## config.mk

```make
export PLATFORM = sky130hd
export DESIGN_NAME = wload_unit
export DESIGN_NICKNAME = d
export VERILOG_FILES = /design/src/core/wload_pkg.sv /design/src/core/lane_merge.sv /design/src/core/wload_unit.sv
export SDC_FILE = /design/constraint.sdc
export NUM_CORES = 1
export LEC_CHECK = 0
export BUFFER_PORTS_ARGS = -buffer_cell sky130_fd_sc_hd__buf_2
export CAP_MARGIN = 20
export CORE_AREA = 2 2 175 177
export CTS_CLUSTER_DIAMETER = 80
export CTS_CLUSTER_SIZE = 12
export DETAILED_ROUTE_END_ITERATION = 10
export DIE_AREA = 0 0 177 179
export PLACE_DENSITY = 0.84
export SLEW_MARGIN = 20
export SYNTH_ARGS = -nofsm -noshare
export SYNTH_HDL_FRONTEND = slang
export SYNTH_SLANG_ARGS = --single-unit
```

## constraint.sdc

```tcl
create_clock -name SYS_CLK_I -period 20.3 [get_ports SYS_CLK_I]
set_input_delay 1.015 -clock SYS_CLK_I [delete_from_list [all_inputs] [get_ports SYS_CLK_I]]
set_output_delay 1.015 -clock SYS_CLK_I [all_outputs]
set_load 0.03 [all_outputs]
```

## src/core/wload_pkg.sv

```systemverilog
// Constants and carrier types for the unaligned word load unit
package wload_pkg;
    localparam logic [5:0] OP_LOAD_PARTIAL_UPPER      = 6'h22;
    localparam logic [5:0] OP_LOAD_PARTIAL_LOWER      = 6'h26;
    localparam logic [5:0] OP_LOAD_FULL_ZERO_EXTENDED = 6'h2f;
    localparam int OPCODE_MSB = 31;
    localparam int OPCODE_LSB = 26;
    localparam int BASE_MSB   = 25;
    localparam int BASE_LSB   = 21;
    localparam int TGT_MSB    = 20;
    localparam int TGT_LSB    = 16;
    localparam int OFFSET_MSB = 15;
    localparam logic [63:0] RESET_DATA = 64'h0;
    localparam logic [2:0]  RESET_OFFSET = 3'h0;
    localparam logic [1:0]  RESET_TYPE = 2'h0;
    localparam logic [4:0]  RESET_REG = 5'h0;

    typedef enum logic [2:0] {
        ST_IDLE = 3'b001,
        ST_WAIT = 3'b010,
        ST_DONE = 3'b100
    } state_e;

    typedef struct packed {
        logic        kernel;
        logic        mode64;
        logic        memory_byte_order_flag;
        logic        core_byte_order_flag;
        logic        user_byte_swap_flag;
    } mode_s;

    typedef struct packed {
        logic tlb_refill;
        logic tlb_invalid;
        logic bus_error;
        logic address_error;
        logic reserved_instr;
    } exc_s;
endpackage : wload_pkg

```

## src/core/lane_merge.sv

```systemverilog
// Byte-lane merge of a partial or full memory word into a target value
`timescale 1ns/100ps
module lane_merge (
    // Operation select
    input  wire logic        upper_i,
    input  wire logic        lower_i,
    input  wire logic        full_i,
    input  wire logic        mode64_i,
    input  wire logic [1:0]  byte_i,
    input  wire logic        word_i,
    // Data
    input  wire logic [63:0] mem_i,
    input  wire logic [63:0] old_i,
    output logic      [63:0] result_o
);
    logic [31:0] mem_word;
    logic [31:0] temp;
    logic [4:0]  sh;

    always_comb begin
        mem_word = word_i ? mem_i[63:32] : mem_i[31:0];
        sh       = {byte_i, 3'b000};
        temp     = old_i[31:0];
        if (upper_i) begin
            // Addressed byte lands in bit 31 downward; low lanes kept
            temp = (mem_word << (5'd24 - sh)) | (old_i[31:0] & ~(32'hffffffff << (5'd24 - sh)));
        end else if (lower_i) begin
            // Addressed byte lands in bit 0 upward; high lanes kept
            temp = (mem_word >> sh) | (old_i[31:0] & ~(32'hffffffff >> sh));
        end else if (full_i) begin
            temp = mem_word;
        end
        if (full_i) begin
            result_o = {32'h0, temp};
        end else if (mode64_i) begin
            result_o = {{32{temp[31]}}, temp};
        end else begin
            // 32-bit mode keeps the merged word as is
            result_o = {old_i[63:32], temp};
        end
    end
endmodule : lane_merge

```

## src/core/wload_unit.sv

```systemverilog
// Decode, address and merge datapath for three word-load instructions
`timescale 1ns/100ps
// Functional notes
// - Opcode 100010 in bits 31..26 decodes load-partial-upper with base, target, offset.
// - Opcode 100110 decodes load-partial-lower with the same field layout.
// - Opcode 101111 decodes load-full-zero-extended with the same field layout.
// - Address is base register plus sign-extended 16-bit offset, byte granular.
// - Upper and lower partial loads together assemble a word across a boundary.
// - Each partial load reads only the aligned word holding the byte.
// - Upper load puts addressed byte in MSB onward, lower bytes kept.
// - Lower load puts addressed byte in LSB onward, upper bytes kept.
// - In 64-bit mode partial results sign-extend from bit 31.
// - Pending target value is forwarded so back-to-back loads need no gap.
// - Partial loads never raise an alignment address error.
// - Little-endian upper load: type equals low bits, offset 0 or 4.
// - Little-endian lower load: type 3 minus n mod 4, offset n.
// - Upper load with little-endian memory clears physical address bits 1..0.
// - Lower load with big-endian memory clears physical address bits 2..0.
// - Full load zero-extends the word into the upper register bits.
// - Full load raises address error if either low address bit set.
// - Full load is reserved in 32-bit user or supervisor mode.
module wload_unit #(
    parameter int PADDR_W = 36
) (
    // Clock and reset
    input  wire logic                 SYS_CLK_I,
    input  wire logic                 SYS_RST_I,
    // Instruction issue
    input  wire logic                 ISSUE_VALID_I,
    input  wire logic [31:0]          INSTR_I,
    input  wire logic [63:0]          BASE_VALUE_I,
    input  wire logic [63:0]          TARGET_VALUE_I,
    input  wire wload_pkg::mode_s     MODE_I,
    // Address translation
    output logic                      XLATE_REQ_O,
    output logic [63:0]               VADDR_O,
    input  wire logic                 XLATE_DONE_I,
    input  wire logic [PADDR_W-1:0]   PADDR_I,
    input  wire logic                 XLATE_REFILL_I,
    input  wire logic                 XLATE_INVALID_I,
    // Memory
    output logic                      MEM_REQ_O,
    output logic [PADDR_W-1:0]        MEM_ADDR_O,
    output logic [1:0]                MEM_TYPE_O,
    input  wire logic                 MEM_DONE_I,
    input  wire logic                 MEM_ERR_I,
    input  wire logic [63:0]          MEM_DATA_I,
    // Result
    output logic                      BUSY_O,
    output logic                      WB_VALID_O,
    output logic [4:0]                WB_REG_O,
    output logic [63:0]               WB_DATA_O,
    output logic                      EXC_VALID_O,
    output wload_pkg::exc_s           EXC_O
);
    wload_pkg::state_e state;
    wload_pkg::state_e next_state;

    logic [5:0]         op;
    logic               dec_upper;
    logic               dec_lower;
    logic               dec_full;
    logic [63:0]        eff_addr;
    logic               accept;

    logic               upper;
    logic               lower;
    logic               full;
    logic               mode64;
    logic               mem_be;
    logic               cpu_be;
    logic               swap;
    logic [4:0]         tgt;
    logic [63:0]        old_val;
    logic [63:0]        vaddr;
    logic               xlate_req;
    logic               mem_req;
    logic [PADDR_W-1:0] mem_addr;
    logic [1:0]         mem_type;
    logic               wb_valid;
    logic [4:0]         wb_reg;
    logic [63:0]        wb_data;
    logic               exc_valid;
    wload_pkg::exc_s    exc;
    logic               busy;
    logic               next_busy;

    logic               next_upper;
    logic               next_lower;
    logic               next_full;
    logic               next_mode64;
    logic               next_mem_be;
    logic               next_cpu_be;
    logic               next_swap;
    logic [4:0]         next_tgt;
    logic [63:0]        next_old_val;
    logic [63:0]        next_vaddr;
    logic               next_xlate_req;
    logic               next_mem_req;
    logic [PADDR_W-1:0] next_mem_addr;
    logic [1:0]         next_mem_type;
    logic               next_wb_valid;
    logic [4:0]         next_wb_reg;
    logic [63:0]        next_wb_data;
    logic               next_exc_valid;
    wload_pkg::exc_s    next_exc;

    logic [1:0]         byte_sel;
    logic               word_sel;
    logic [PADDR_W-1:0] pa;
    logic [63:0]        merged;

    assign op        = INSTR_I[wload_pkg::OPCODE_MSB:wload_pkg::OPCODE_LSB];
    assign dec_upper = (op == wload_pkg::OP_LOAD_PARTIAL_UPPER);
    assign dec_lower = (op == wload_pkg::OP_LOAD_PARTIAL_LOWER);
    assign dec_full  = (op == wload_pkg::OP_LOAD_FULL_ZERO_EXTENDED);
    assign eff_addr  = BASE_VALUE_I
                     + {{48{INSTR_I[wload_pkg::OFFSET_MSB]}}, INSTR_I[15:0]};
    assign accept    = ISSUE_VALID_I && (state == wload_pkg::ST_IDLE)
                     && (dec_upper || dec_lower || dec_full);

    // Byte and word selects from the virtual address and core byte order
    assign byte_sel = vaddr[1:0] ^ {2{cpu_be}};
    assign word_sel = vaddr[2] ^ cpu_be;

    lane_merge u_merge (
        .upper_i  (upper),
        .lower_i  (lower),
        .full_i   (full),
        .mode64_i (mode64),
        .byte_i   (byte_sel),
        .word_i   (word_sel),
        .mem_i    (MEM_DATA_I),
        .old_i    (old_val),
        .result_o (merged)
    );

    always_comb begin
        next_state     = state;
        next_upper     = upper;
        next_lower     = lower;
        next_full      = full;
        next_mode64    = mode64;
        next_mem_be    = mem_be;
        next_cpu_be    = cpu_be;
        next_swap      = swap;
        next_tgt       = tgt;
        next_old_val   = old_val;
        next_vaddr     = vaddr;
        next_xlate_req = 1'b0;
        next_mem_req   = 1'b0;
        next_mem_addr  = mem_addr;
        next_mem_type  = mem_type;
        next_wb_valid  = 1'b0;
        next_wb_reg    = wb_reg;
        next_wb_data   = wb_data;
        next_exc_valid = 1'b0;
        next_exc       = exc;
        pa             = PADDR_I;
        unique case (state)
            wload_pkg::ST_IDLE: begin
                if (accept) begin
                    next_upper  = dec_upper;
                    next_lower  = dec_lower;
                    next_full   = dec_full;
                    next_mode64 = MODE_I.mode64;
                    next_mem_be = MODE_I.memory_byte_order_flag;
                    next_cpu_be = MODE_I.core_byte_order_flag;
                    next_swap   = MODE_I.user_byte_swap_flag;
                    next_tgt    = INSTR_I[wload_pkg::TGT_MSB:wload_pkg::TGT_LSB];
                    next_vaddr  = eff_addr;
                    // Bypass a just-written result to the same target
                    if (wb_valid && wb_reg == INSTR_I[wload_pkg::TGT_MSB:wload_pkg::TGT_LSB])
                        next_old_val = wb_data;
                    else
                        next_old_val = TARGET_VALUE_I;
                    next_exc = '0;
                    if (dec_full && !MODE_I.mode64 && !MODE_I.kernel) begin
                        next_exc.reserved_instr = 1'b1;
                        next_exc_valid = 1'b1;
                    end else if (dec_full && eff_addr[1:0] != 2'b00) begin
                        // Only the full load checks alignment
                        next_exc.address_error = 1'b1;
                        next_exc_valid = 1'b1;
                    end else begin
                        next_xlate_req = 1'b1;
                        next_state     = wload_pkg::ST_WAIT;
                    end
                end
            end
            wload_pkg::ST_WAIT: begin
                if (XLATE_DONE_I) begin
                    if (XLATE_REFILL_I || XLATE_INVALID_I) begin
                        next_exc.tlb_refill  = XLATE_REFILL_I;
                        next_exc.tlb_invalid = XLATE_INVALID_I;
                        next_exc_valid       = 1'b1;
                        next_state           = wload_pkg::ST_IDLE;
                    end else begin
                        pa[2:0] = PADDR_I[2:0] ^ {3{swap}};
                        // Aligned word / doubleword only
                        if (upper && !mem_be)
                            pa[1:0] = 2'b00;
                        if (lower && mem_be)
                            pa[2:0] = 3'b000;
                        next_mem_addr = pa;
                        // Access type: byte count minus one
                        if (upper)
                            next_mem_type = byte_sel;
                        else if (lower)
                            next_mem_type = 2'd3 - byte_sel;
                        else
                            next_mem_type = 2'd3;
                        next_mem_req = 1'b1;
                        next_state   = wload_pkg::ST_DONE;
                    end
                end
            end
            wload_pkg::ST_DONE: begin
                if (MEM_DONE_I) begin
                    if (MEM_ERR_I) begin
                        next_exc.bus_error = 1'b1;
                        next_exc_valid     = 1'b1;
                    end else begin
                        next_wb_valid = 1'b1;
                        next_wb_reg   = tgt;
                        next_wb_data  = merged;
                    end
                    next_state = wload_pkg::ST_IDLE;
                end
            end
        endcase
        // Busy drops on the write-back edge so a new issue can follow at once
        next_busy = (next_state != wload_pkg::ST_IDLE);
    end

    always_ff @(posedge SYS_CLK_I or posedge SYS_RST_I) begin
        if (SYS_RST_I) begin
            state     <= wload_pkg::ST_IDLE;
            upper     <= 1'b0;
            lower     <= 1'b0;
            full      <= 1'b0;
            mode64    <= 1'b0;
            mem_be    <= 1'b0;
            cpu_be    <= 1'b0;
            swap      <= 1'b0;
            tgt       <= wload_pkg::RESET_REG;
            old_val   <= wload_pkg::RESET_DATA;
            vaddr     <= wload_pkg::RESET_DATA;
            xlate_req <= 1'b0;
            mem_req   <= 1'b0;
            mem_addr  <= '0;
            mem_type  <= wload_pkg::RESET_TYPE;
            wb_valid  <= 1'b0;
            wb_reg    <= wload_pkg::RESET_REG;
            wb_data   <= wload_pkg::RESET_DATA;
            exc_valid <= 1'b0;
            exc       <= '0;
            busy      <= 1'b0;
        end else begin
            state     <= next_state;
            upper     <= next_upper;
            lower     <= next_lower;
            full      <= next_full;
            mode64    <= next_mode64;
            mem_be    <= next_mem_be;
            cpu_be    <= next_cpu_be;
            swap      <= next_swap;
            tgt       <= next_tgt;
            old_val   <= next_old_val;
            vaddr     <= next_vaddr;
            xlate_req <= next_xlate_req;
            mem_req   <= next_mem_req;
            mem_addr  <= next_mem_addr;
            mem_type  <= next_mem_type;
            wb_valid  <= next_wb_valid;
            wb_reg    <= next_wb_reg;
            wb_data   <= next_wb_data;
            exc_valid <= next_exc_valid;
            exc       <= next_exc;
            busy      <= next_busy;
        end
    end

    // Busy has its own flop so the port carries no gate after the register
    assign BUSY_O      = busy;
    assign XLATE_REQ_O = xlate_req;
    assign VADDR_O     = vaddr;
    assign MEM_REQ_O   = mem_req;
    assign MEM_ADDR_O  = mem_addr;
    assign MEM_TYPE_O  = mem_type;
    assign WB_VALID_O  = wb_valid;
    assign WB_REG_O    = wb_reg;
    assign WB_DATA_O   = wb_data;
    assign EXC_VALID_O = exc_valid;
    assign EXC_O       = exc;
endmodule : wload_unit
```

=== After elaboration in Yosys (flattened, before gate mapping) ===
Index checks and enable logic that the tools add are counted.

* Register bits: 260
* Input bits: 273
* Latch bits: 0
* Word-level logic and storage cells: 123
* Memory bits (read-only): 0
* Bits in writable memories: 0
* Memories kept: 0

* Muxes and demuxes: 45
* Equal/unequal tests: 13
* Reductions and logical operators: 22
* Multiply operators: 0
* $lt $le $gt $ge: 0
* Bitwise gates (word level): 11
* Add/sub/neg operators: 3
* Div/mod/pow operators: 0
* Shifts and indexed selects: 4

{| class="wikitable"
|+ Operators by type and width
! operator !! count
|-
| two-way mux 64 bit || 3
|-
| two-way mux 32 bit || 4
|-
| adder 64 bit || 1
|-
| bitwise AND 32 bit || 2
|-
| NOT 32 bit || 2
|-
| OR 32 bit || 2
|-
| left shift 32 x 5 -> 32 bit || 1
|-
| left shift 32 x 5 -> 32 bit, first input constant || 1
|-
| right shift 32 x 5 -> 32 bit || 1
|-
| right shift 32 x 5 -> 32 bit, first input constant || 1
|-
| two-way mux 1 bit || 21
|-
| two-way mux 3 bit || 7
|-
| equality test 6 bit, second input constant || 3
|-
| two-way mux 2 bit || 5
|-
| != test 2 bit, second input constant || 5
|-
| case mux 3 bit (3 select lines) || 1
|-
| logical AND 1 bit || 8
|-
| AND reduction 4 bit || 2
|-
| AND reduction 3 bit || 2
|-
| nonzero test 2 bit || 3
|-
| equality test 5 bit || 1
|-
| two-way mux 5 bit || 1
|-
| subtractor 5 bit, first input constant || 1
|-
| case mux 2 bit (2 select lines) || 1
|-
| 14 further kinds || 19
|}

=== Longest topological paths before layout ===
* Depth in word-level cells: 9
* Depth in mapped cells: 12
* Gate-level depth less buffers: 12

=== Hierarchy ===
From an unflattened synthesis, not the netlist that was laid out.

* Cell total of the unflattened synthesis: 1799
* Area, all modules: 16474.6 um^2

{| class="wikitable"
|+ Modules (own cells, without submodules)
! module !! sequential area each (um^2) !! cells each !! area an instance (um^2) !! times used
|-
| wload_unit || 6507.5 || 1478 || 14132.3 || 1
|-
| lane_merge || 0.0 || 321 || 2342.2 || 1
|}

=== Least setup slack after synthesis ===
No wires, ideal clock.

* Path type: input -> register
* Start: input INSTR_I[0]
* End: register vaddr[34], in the netlist VADDR_O[34]
* Path slack: 16.837 ns
* Data required time: 20.174 ns
* Path buffers: 0
* Cell stages on the path: 12
* Data arrival time: 3.337 ns
* Library setup time: 0.126 ns
* Cells stage by stage: ha_1 > inv_1 > fa_1 > nor2b_1 > o21a_1 > o21ai_2 > a21oi_1 > a311o_1 > a21oi_1 > o31a_1 > o2111a_1 > a221o_1

* Cells in the longest elaborated chain, start to end: 1

{| class="wikitable"
|+ RTL lines
! element !! line !! text
|-
| start: declaration || wload_unit.sv:30 || <nowiki>input wire logic [31:0] INSTR_I,</nowiki>
|-
| adder 64 bit || wload_unit.sv:118 || <nowiki>+ {{48{INSTR_I[wload_pkg::OFFSET_MSB]}}, INSTR_I[15:0]};</nowiki>
|-
| end signal: assignment || wload_unit.sv:248 || <nowiki>vaddr <= wload_pkg::RESET_DATA;</nowiki>
|-
| end signal: assignment || wload_unit.sv:270 || <nowiki>vaddr <= next_vaddr;</nowiki>
|-
| end: declaration || wload_unit.sv:75 || <nowiki>logic [63:0] vaddr;</nowiki>
|}

No other way between the ends.
A chain may end at the register's enable or synchronous reset.

=== Worst setup path after layout ===
* Start: input INSTR_I[15]
* End: register vaddr[62], in the netlist VADDR_O[62]

The elaborated chain is that of the path after synthesis.

==> run_summary.xml <==
<?xml version="1.0" encoding="UTF-8"?>
<metrics>
  <group name="global_route">
    <metric name="globalRouteTotalUtil" unit="">0.325</metric>
    <metric name="antenna_found_initial" unit="">19</metric>
    <metric name="global_route_wire_length_before_repair" unit="mm">81.8</metric>
    <metric name="maximum_number_of_pins_on_one_net_before_global_route_repair" unit="">141</metric>
    <metric name="first_global_vias" unit="">15700</metric>
    <metric name="globalRoute.totalOverflow" unit="">0</metric>
  </group>
  <group name="timing">
    <metric name="timing.setup.tns" unit="ps">0</metric>
    <metric name="timing.final.max_slew_violations" unit="">0</metric>
    <metric name="fin_crit" unit="ps">4030</metric>
    <metric name="setup_viol" unit="">0</metric>
    <metric name="fmaxAchievable" unit="GHz">0.248</metric>
    <metric name="hold-worst-slack" unit="ps">443</metric>
    <metric name="final_setup_skew" unit="ps">19.7</metric>
    <metric name="finalCritPeriodShare" unit="">0.198</metric>
    <metric name="grt_setup_unrepaired" unit="">no</metric>
    <metric name="post_route_worst_setup_slack" unit="ps">16270</metric>
    <metric name="timing.max_slew.rel_slack" unit="">0.390</metric>
    <metric name="worst_pin_slew" unit="ps">915</metric>
    <metric name="finalHoldViolCount" unit="">0</metric>
  </group>
  <group name="layout">
    <metric name="layout.cells.non_filler" unit="">2729</metric>
    <metric name="nets" unit="">2648</metric>
    <metric name="final_design_area_no_fill" unit="sq um">19400</metric>
    <metric name="syn_to_final_growth" unit="%">19.7</metric>
    <metric name="final_util" unit="">0.646</metric>
    <metric name="fraction_of_layout_cells_with_a_size_suffix_above_1" unit="">0.233</metric>
  </group>
  <group name="clocking">
    <metric name="cts-buffers-inserted" unit="">25</metric>
    <metric name="htreeDepth" unit="">1</metric>
    <metric name="cts_sinks" unit="">260</metric>
    <metric name="cts_stage_hold_buffer_count" unit="">0</metric>
    <metric name="clock_latency" unit="ps">540</metric>
    <metric name="post-cts-setup-buffer-count" unit="">0</metric>
    <metric name="max-clock-path-buffers" unit="">3</metric>
    <metric name="tritoncts" unit="">built</metric>
    <metric name="clk_pin_slew" unit="ps">60</metric>
    <metric name="cts_root_buffer" unit="">clkbuf_16</metric>
    <metric name="cts.repair.resized" unit="">0</metric>
  </group>
  <group name="synthesis">
    <metric name="seq_area_frac_synth" unit="">0.401</metric>
    <metric name="synth-edff-count" unit="">0</metric>
    <metric name="synthesis.area_per_instance" unit="sq um">8.36</metric>
    <metric name="yosysUniqueCellTypes" unit="">82</metric>
    <metric name="synth_nets" unit="">2276</metric>
    <metric name="synth_adder_area_share" unit="">0.0499</metric>
    <metric name="yosysTopAreaCellShare" unit="">0.400</metric>
    <metric name="synth-xor-area-share" unit="">0.0324</metric>
    <metric name="ys_async_rst_share" unit="">1.00</metric>
    <metric name="yosys-top-cells-count" unit="">nand2_1, dfrtp_1, o21ai_0</metric>
    <metric name="synth_seq_cells" unit="">260</metric>
    <metric name="synthesis.area" unit="sq um">16200</metric>
    <metric name="postSynth.topFlopCell" unit="">dfrtp_1</metric>
    <metric name="synth_simple_gate_area_share" unit="">0.188</metric>
    <metric name="yosys.area.top_type" unit="">dfrtp_1</metric>
    <metric name="most_repeated_cell_in_the_gate_level_netlist_after_synthesis" unit="">nand2_1</metric>
    <metric name="share_of_the_synthesized_area_in_compound_gates_ao_oa_aoi_oai" unit="">0.214</metric>
    <metric name="post_synth_mux_area_share" unit="">0.0729</metric>
    <metric name="synthTopCellsByArea" unit="">dfrtp_1, nand2_1, o21ai_0</metric>
    <metric name="main_combinational_cell_family_by_area_after_synthesis" unit="">compound AO/OA/AOI/OAI gates</metric>
    <metric name="synth-warning-count" unit="">0</metric>
    <metric name="netlist_instances" unit="">1939</metric>
  </group>
  <group name="floorplan">
    <metric name="initial_utilization" unit="">0.540</metric>
    <metric name="core_area" unit="sq um">30000</metric>
    <metric name="chipWidth" unit="um">177</metric>
    <metric name="pin_count" unit="">454</metric>
    <metric name="core.rowCount" unit="">64</metric>
    <metric name="height_of_the_chip" unit="um">179</metric>
    <metric name="die-area" unit="sq um">31700</metric>
  </group>
  <group name="worst_setup_path">
    <metric name="crit_path_max_fo" unit="">49</metric>
    <metric name="slowest_stage" unit="">buf_4</metric>
    <metric name="worst_ep_arrival_time" unit="ps">4510</metric>
    <metric name="timing.critical_path.to_type" unit="">register</metric>
    <metric name="delay_of_the_slowest_cell_on_the_worst_path" unit="ps">510</metric>
    <metric name="critPathRequiredTime" unit="ps">20780</metric>
    <metric name="setup.worst_path.start_class" unit="">input pin</metric>
    <metric name="setup.worst_path.class" unit="">in -&gt; reg</metric>
    <metric name="cell_repeated_most_along_the_worst_path" unit="">nand4_1</metric>
    <metric name="cp_cell_sequence" unit="">buf_2, buf_4, ha_1, nand4_1, nor3_1, nand4_1, a211oi_2, o2111ai_1, nand2_1, a21oi_1, or4_1, nand3_1</metric>
  </group>
  <group name="placed_design">
    <metric name="placed_cells_incl_taps" unit="">2678</metric>
    <metric name="gp_congestion" unit="">0.976</metric>
    <metric name="place_ws" unit="ps">15840</metric>
    <metric name="place.port_buffers" unit="">448</metric>
    <metric name="placed_cell_area" unit="sq um">18600</metric>
    <metric name="place_hpwl" unit="mm">38.8</metric>
  </group>
  <group name="power">
    <metric name="leakage" unit="nW">9.81</metric>
    <metric name="power.ir.vdd_worst" unit="mV">0.0516</metric>
    <metric name="report.power.total" unit="mW">1.15</metric>
    <metric name="p_per_area" unit="nW/um^2">59.1</metric>
  </group>
  <group name="routing">
    <metric name="wl_per_cell" unit="um">19.6</metric>
    <metric name="drt_pass1_iterations" unit="">5</metric>
    <metric name="dr_total_vias" unit="">16400</metric>
    <metric name="drt_drc" unit="">0</metric>
    <metric name="detail_route.iter0.violations" unit="">1644</metric>
    <metric name="drt.antenna.violating_nets" unit="">0</metric>
    <metric name="totalWireLength" unit="mm">53.4</metric>
    <metric name="route.detailed.vias_per_inst" unit="">5.99</metric>
  </group>
  <group name="min_path">
    <metric name="holdCritPathClass" unit="">in -&gt; async</metric>
  </group>
  <group name="outcome">
    <metric name="outcome" unit="">complete, no violations</metric>
  </group>
  <group name="job">
    <metric name="number_of_violations_of_the_max_capacitance_limit" unit="">0</metric>
  </group>
</metrics>
## area by class of cell
type                    count  area (sq um)
clock inverters             2          50.0
diodes                     11          27.5
repair buffers            470          2450
well taps                 396           495
flip-flops and latches    260          6510
fillers                  2503         10600
inverters                  27           109
multi-input cells        1527          9100
clock buffers              36           667
## logic make-up after synthesis
family,after synthesis
fa+ha+maj,64
buf+inv,152
mux,109
xor+xnor,60
simple gates,737
flops,260
compound gates,557
## flip-flops by register name, indices dropped and copies added, names as in the netlist, 3 cells and up
register    count
tgt             5
MEM_ADDR_O     36
VADDR_O        64
EXC_O           5
WB_DATA_O      64
old_val        64
state           3
WB_REG_O        5
## worst max-delay path, delay by kind of cell
family	cells	cell delay, ps
buffers and inverters	2	580
adder cells (fa/ha/maj)	1	370
AND/OR/NAND/NOR	6	1580
AO/OA/AOI/OAI	3	920
## routing by layer
layer,global-route usage,share of wire,up-vias
met5,0,0.0014,-
met4,0.161,0.048,12
met3,0.0778,0.097,167
met1,0.395,0.38,7682
li1,-,-,7608
met2,0.542,0.48,883
## worst paths after layout
path	from	to	slack, ps	cells after the start
setup / recovery	INSTR_I[15]	VADDR_O[62]$_DFFE_PP0P_	16270	12
hold / removal	SYS_RST_I	VADDR_O[38]$_DFFE_PP0P_	440	2
hold reg to reg	VADDR_O[36]$_DFFE_PP0P_	VADDR_O[36]$_DFFE_PP0P_	470	2
max in group asynchronous	SYS_RST_I	WB_DATA_O[63]$_DFFE_PP0P_	17960	4
min in group SYS_CLK_I	VADDR_O[36]$_DFFE_PP0P_	VADDR_O[36]$_DFFE_PP0P_	470	2
setup reg to reg	cpu_be$_DFFE_PP0P_	WB_DATA_O[37]$_DFFE_PP0P_	16720	11
## report_power, final
part | switching, mW | internal (mW) | total (mW)
combinational | 0.113 | 0.0733 | 0.186
sequential | 0 | 0.518 | 0.518
clock | 0.202 | 0.240 | 0.442
total | 0.315 | 0.831 | 1.15
## cell usage in the layout (no fill, tap or decap), drive strengths merged, types with 19 or more instances in the layout
master,n
xnor2,27
dfrtp,259
o21ai,227
inv,27
and3,23
ha,63
nand3,32
xor2,33
clkbuf,36
nor2,135
mux2i,100
buf,470
a21oi,121
nand2,486
a211oi,22
a31oi,19
a21o,31
o31ai,39
Power figures use the tool's default switching activity.
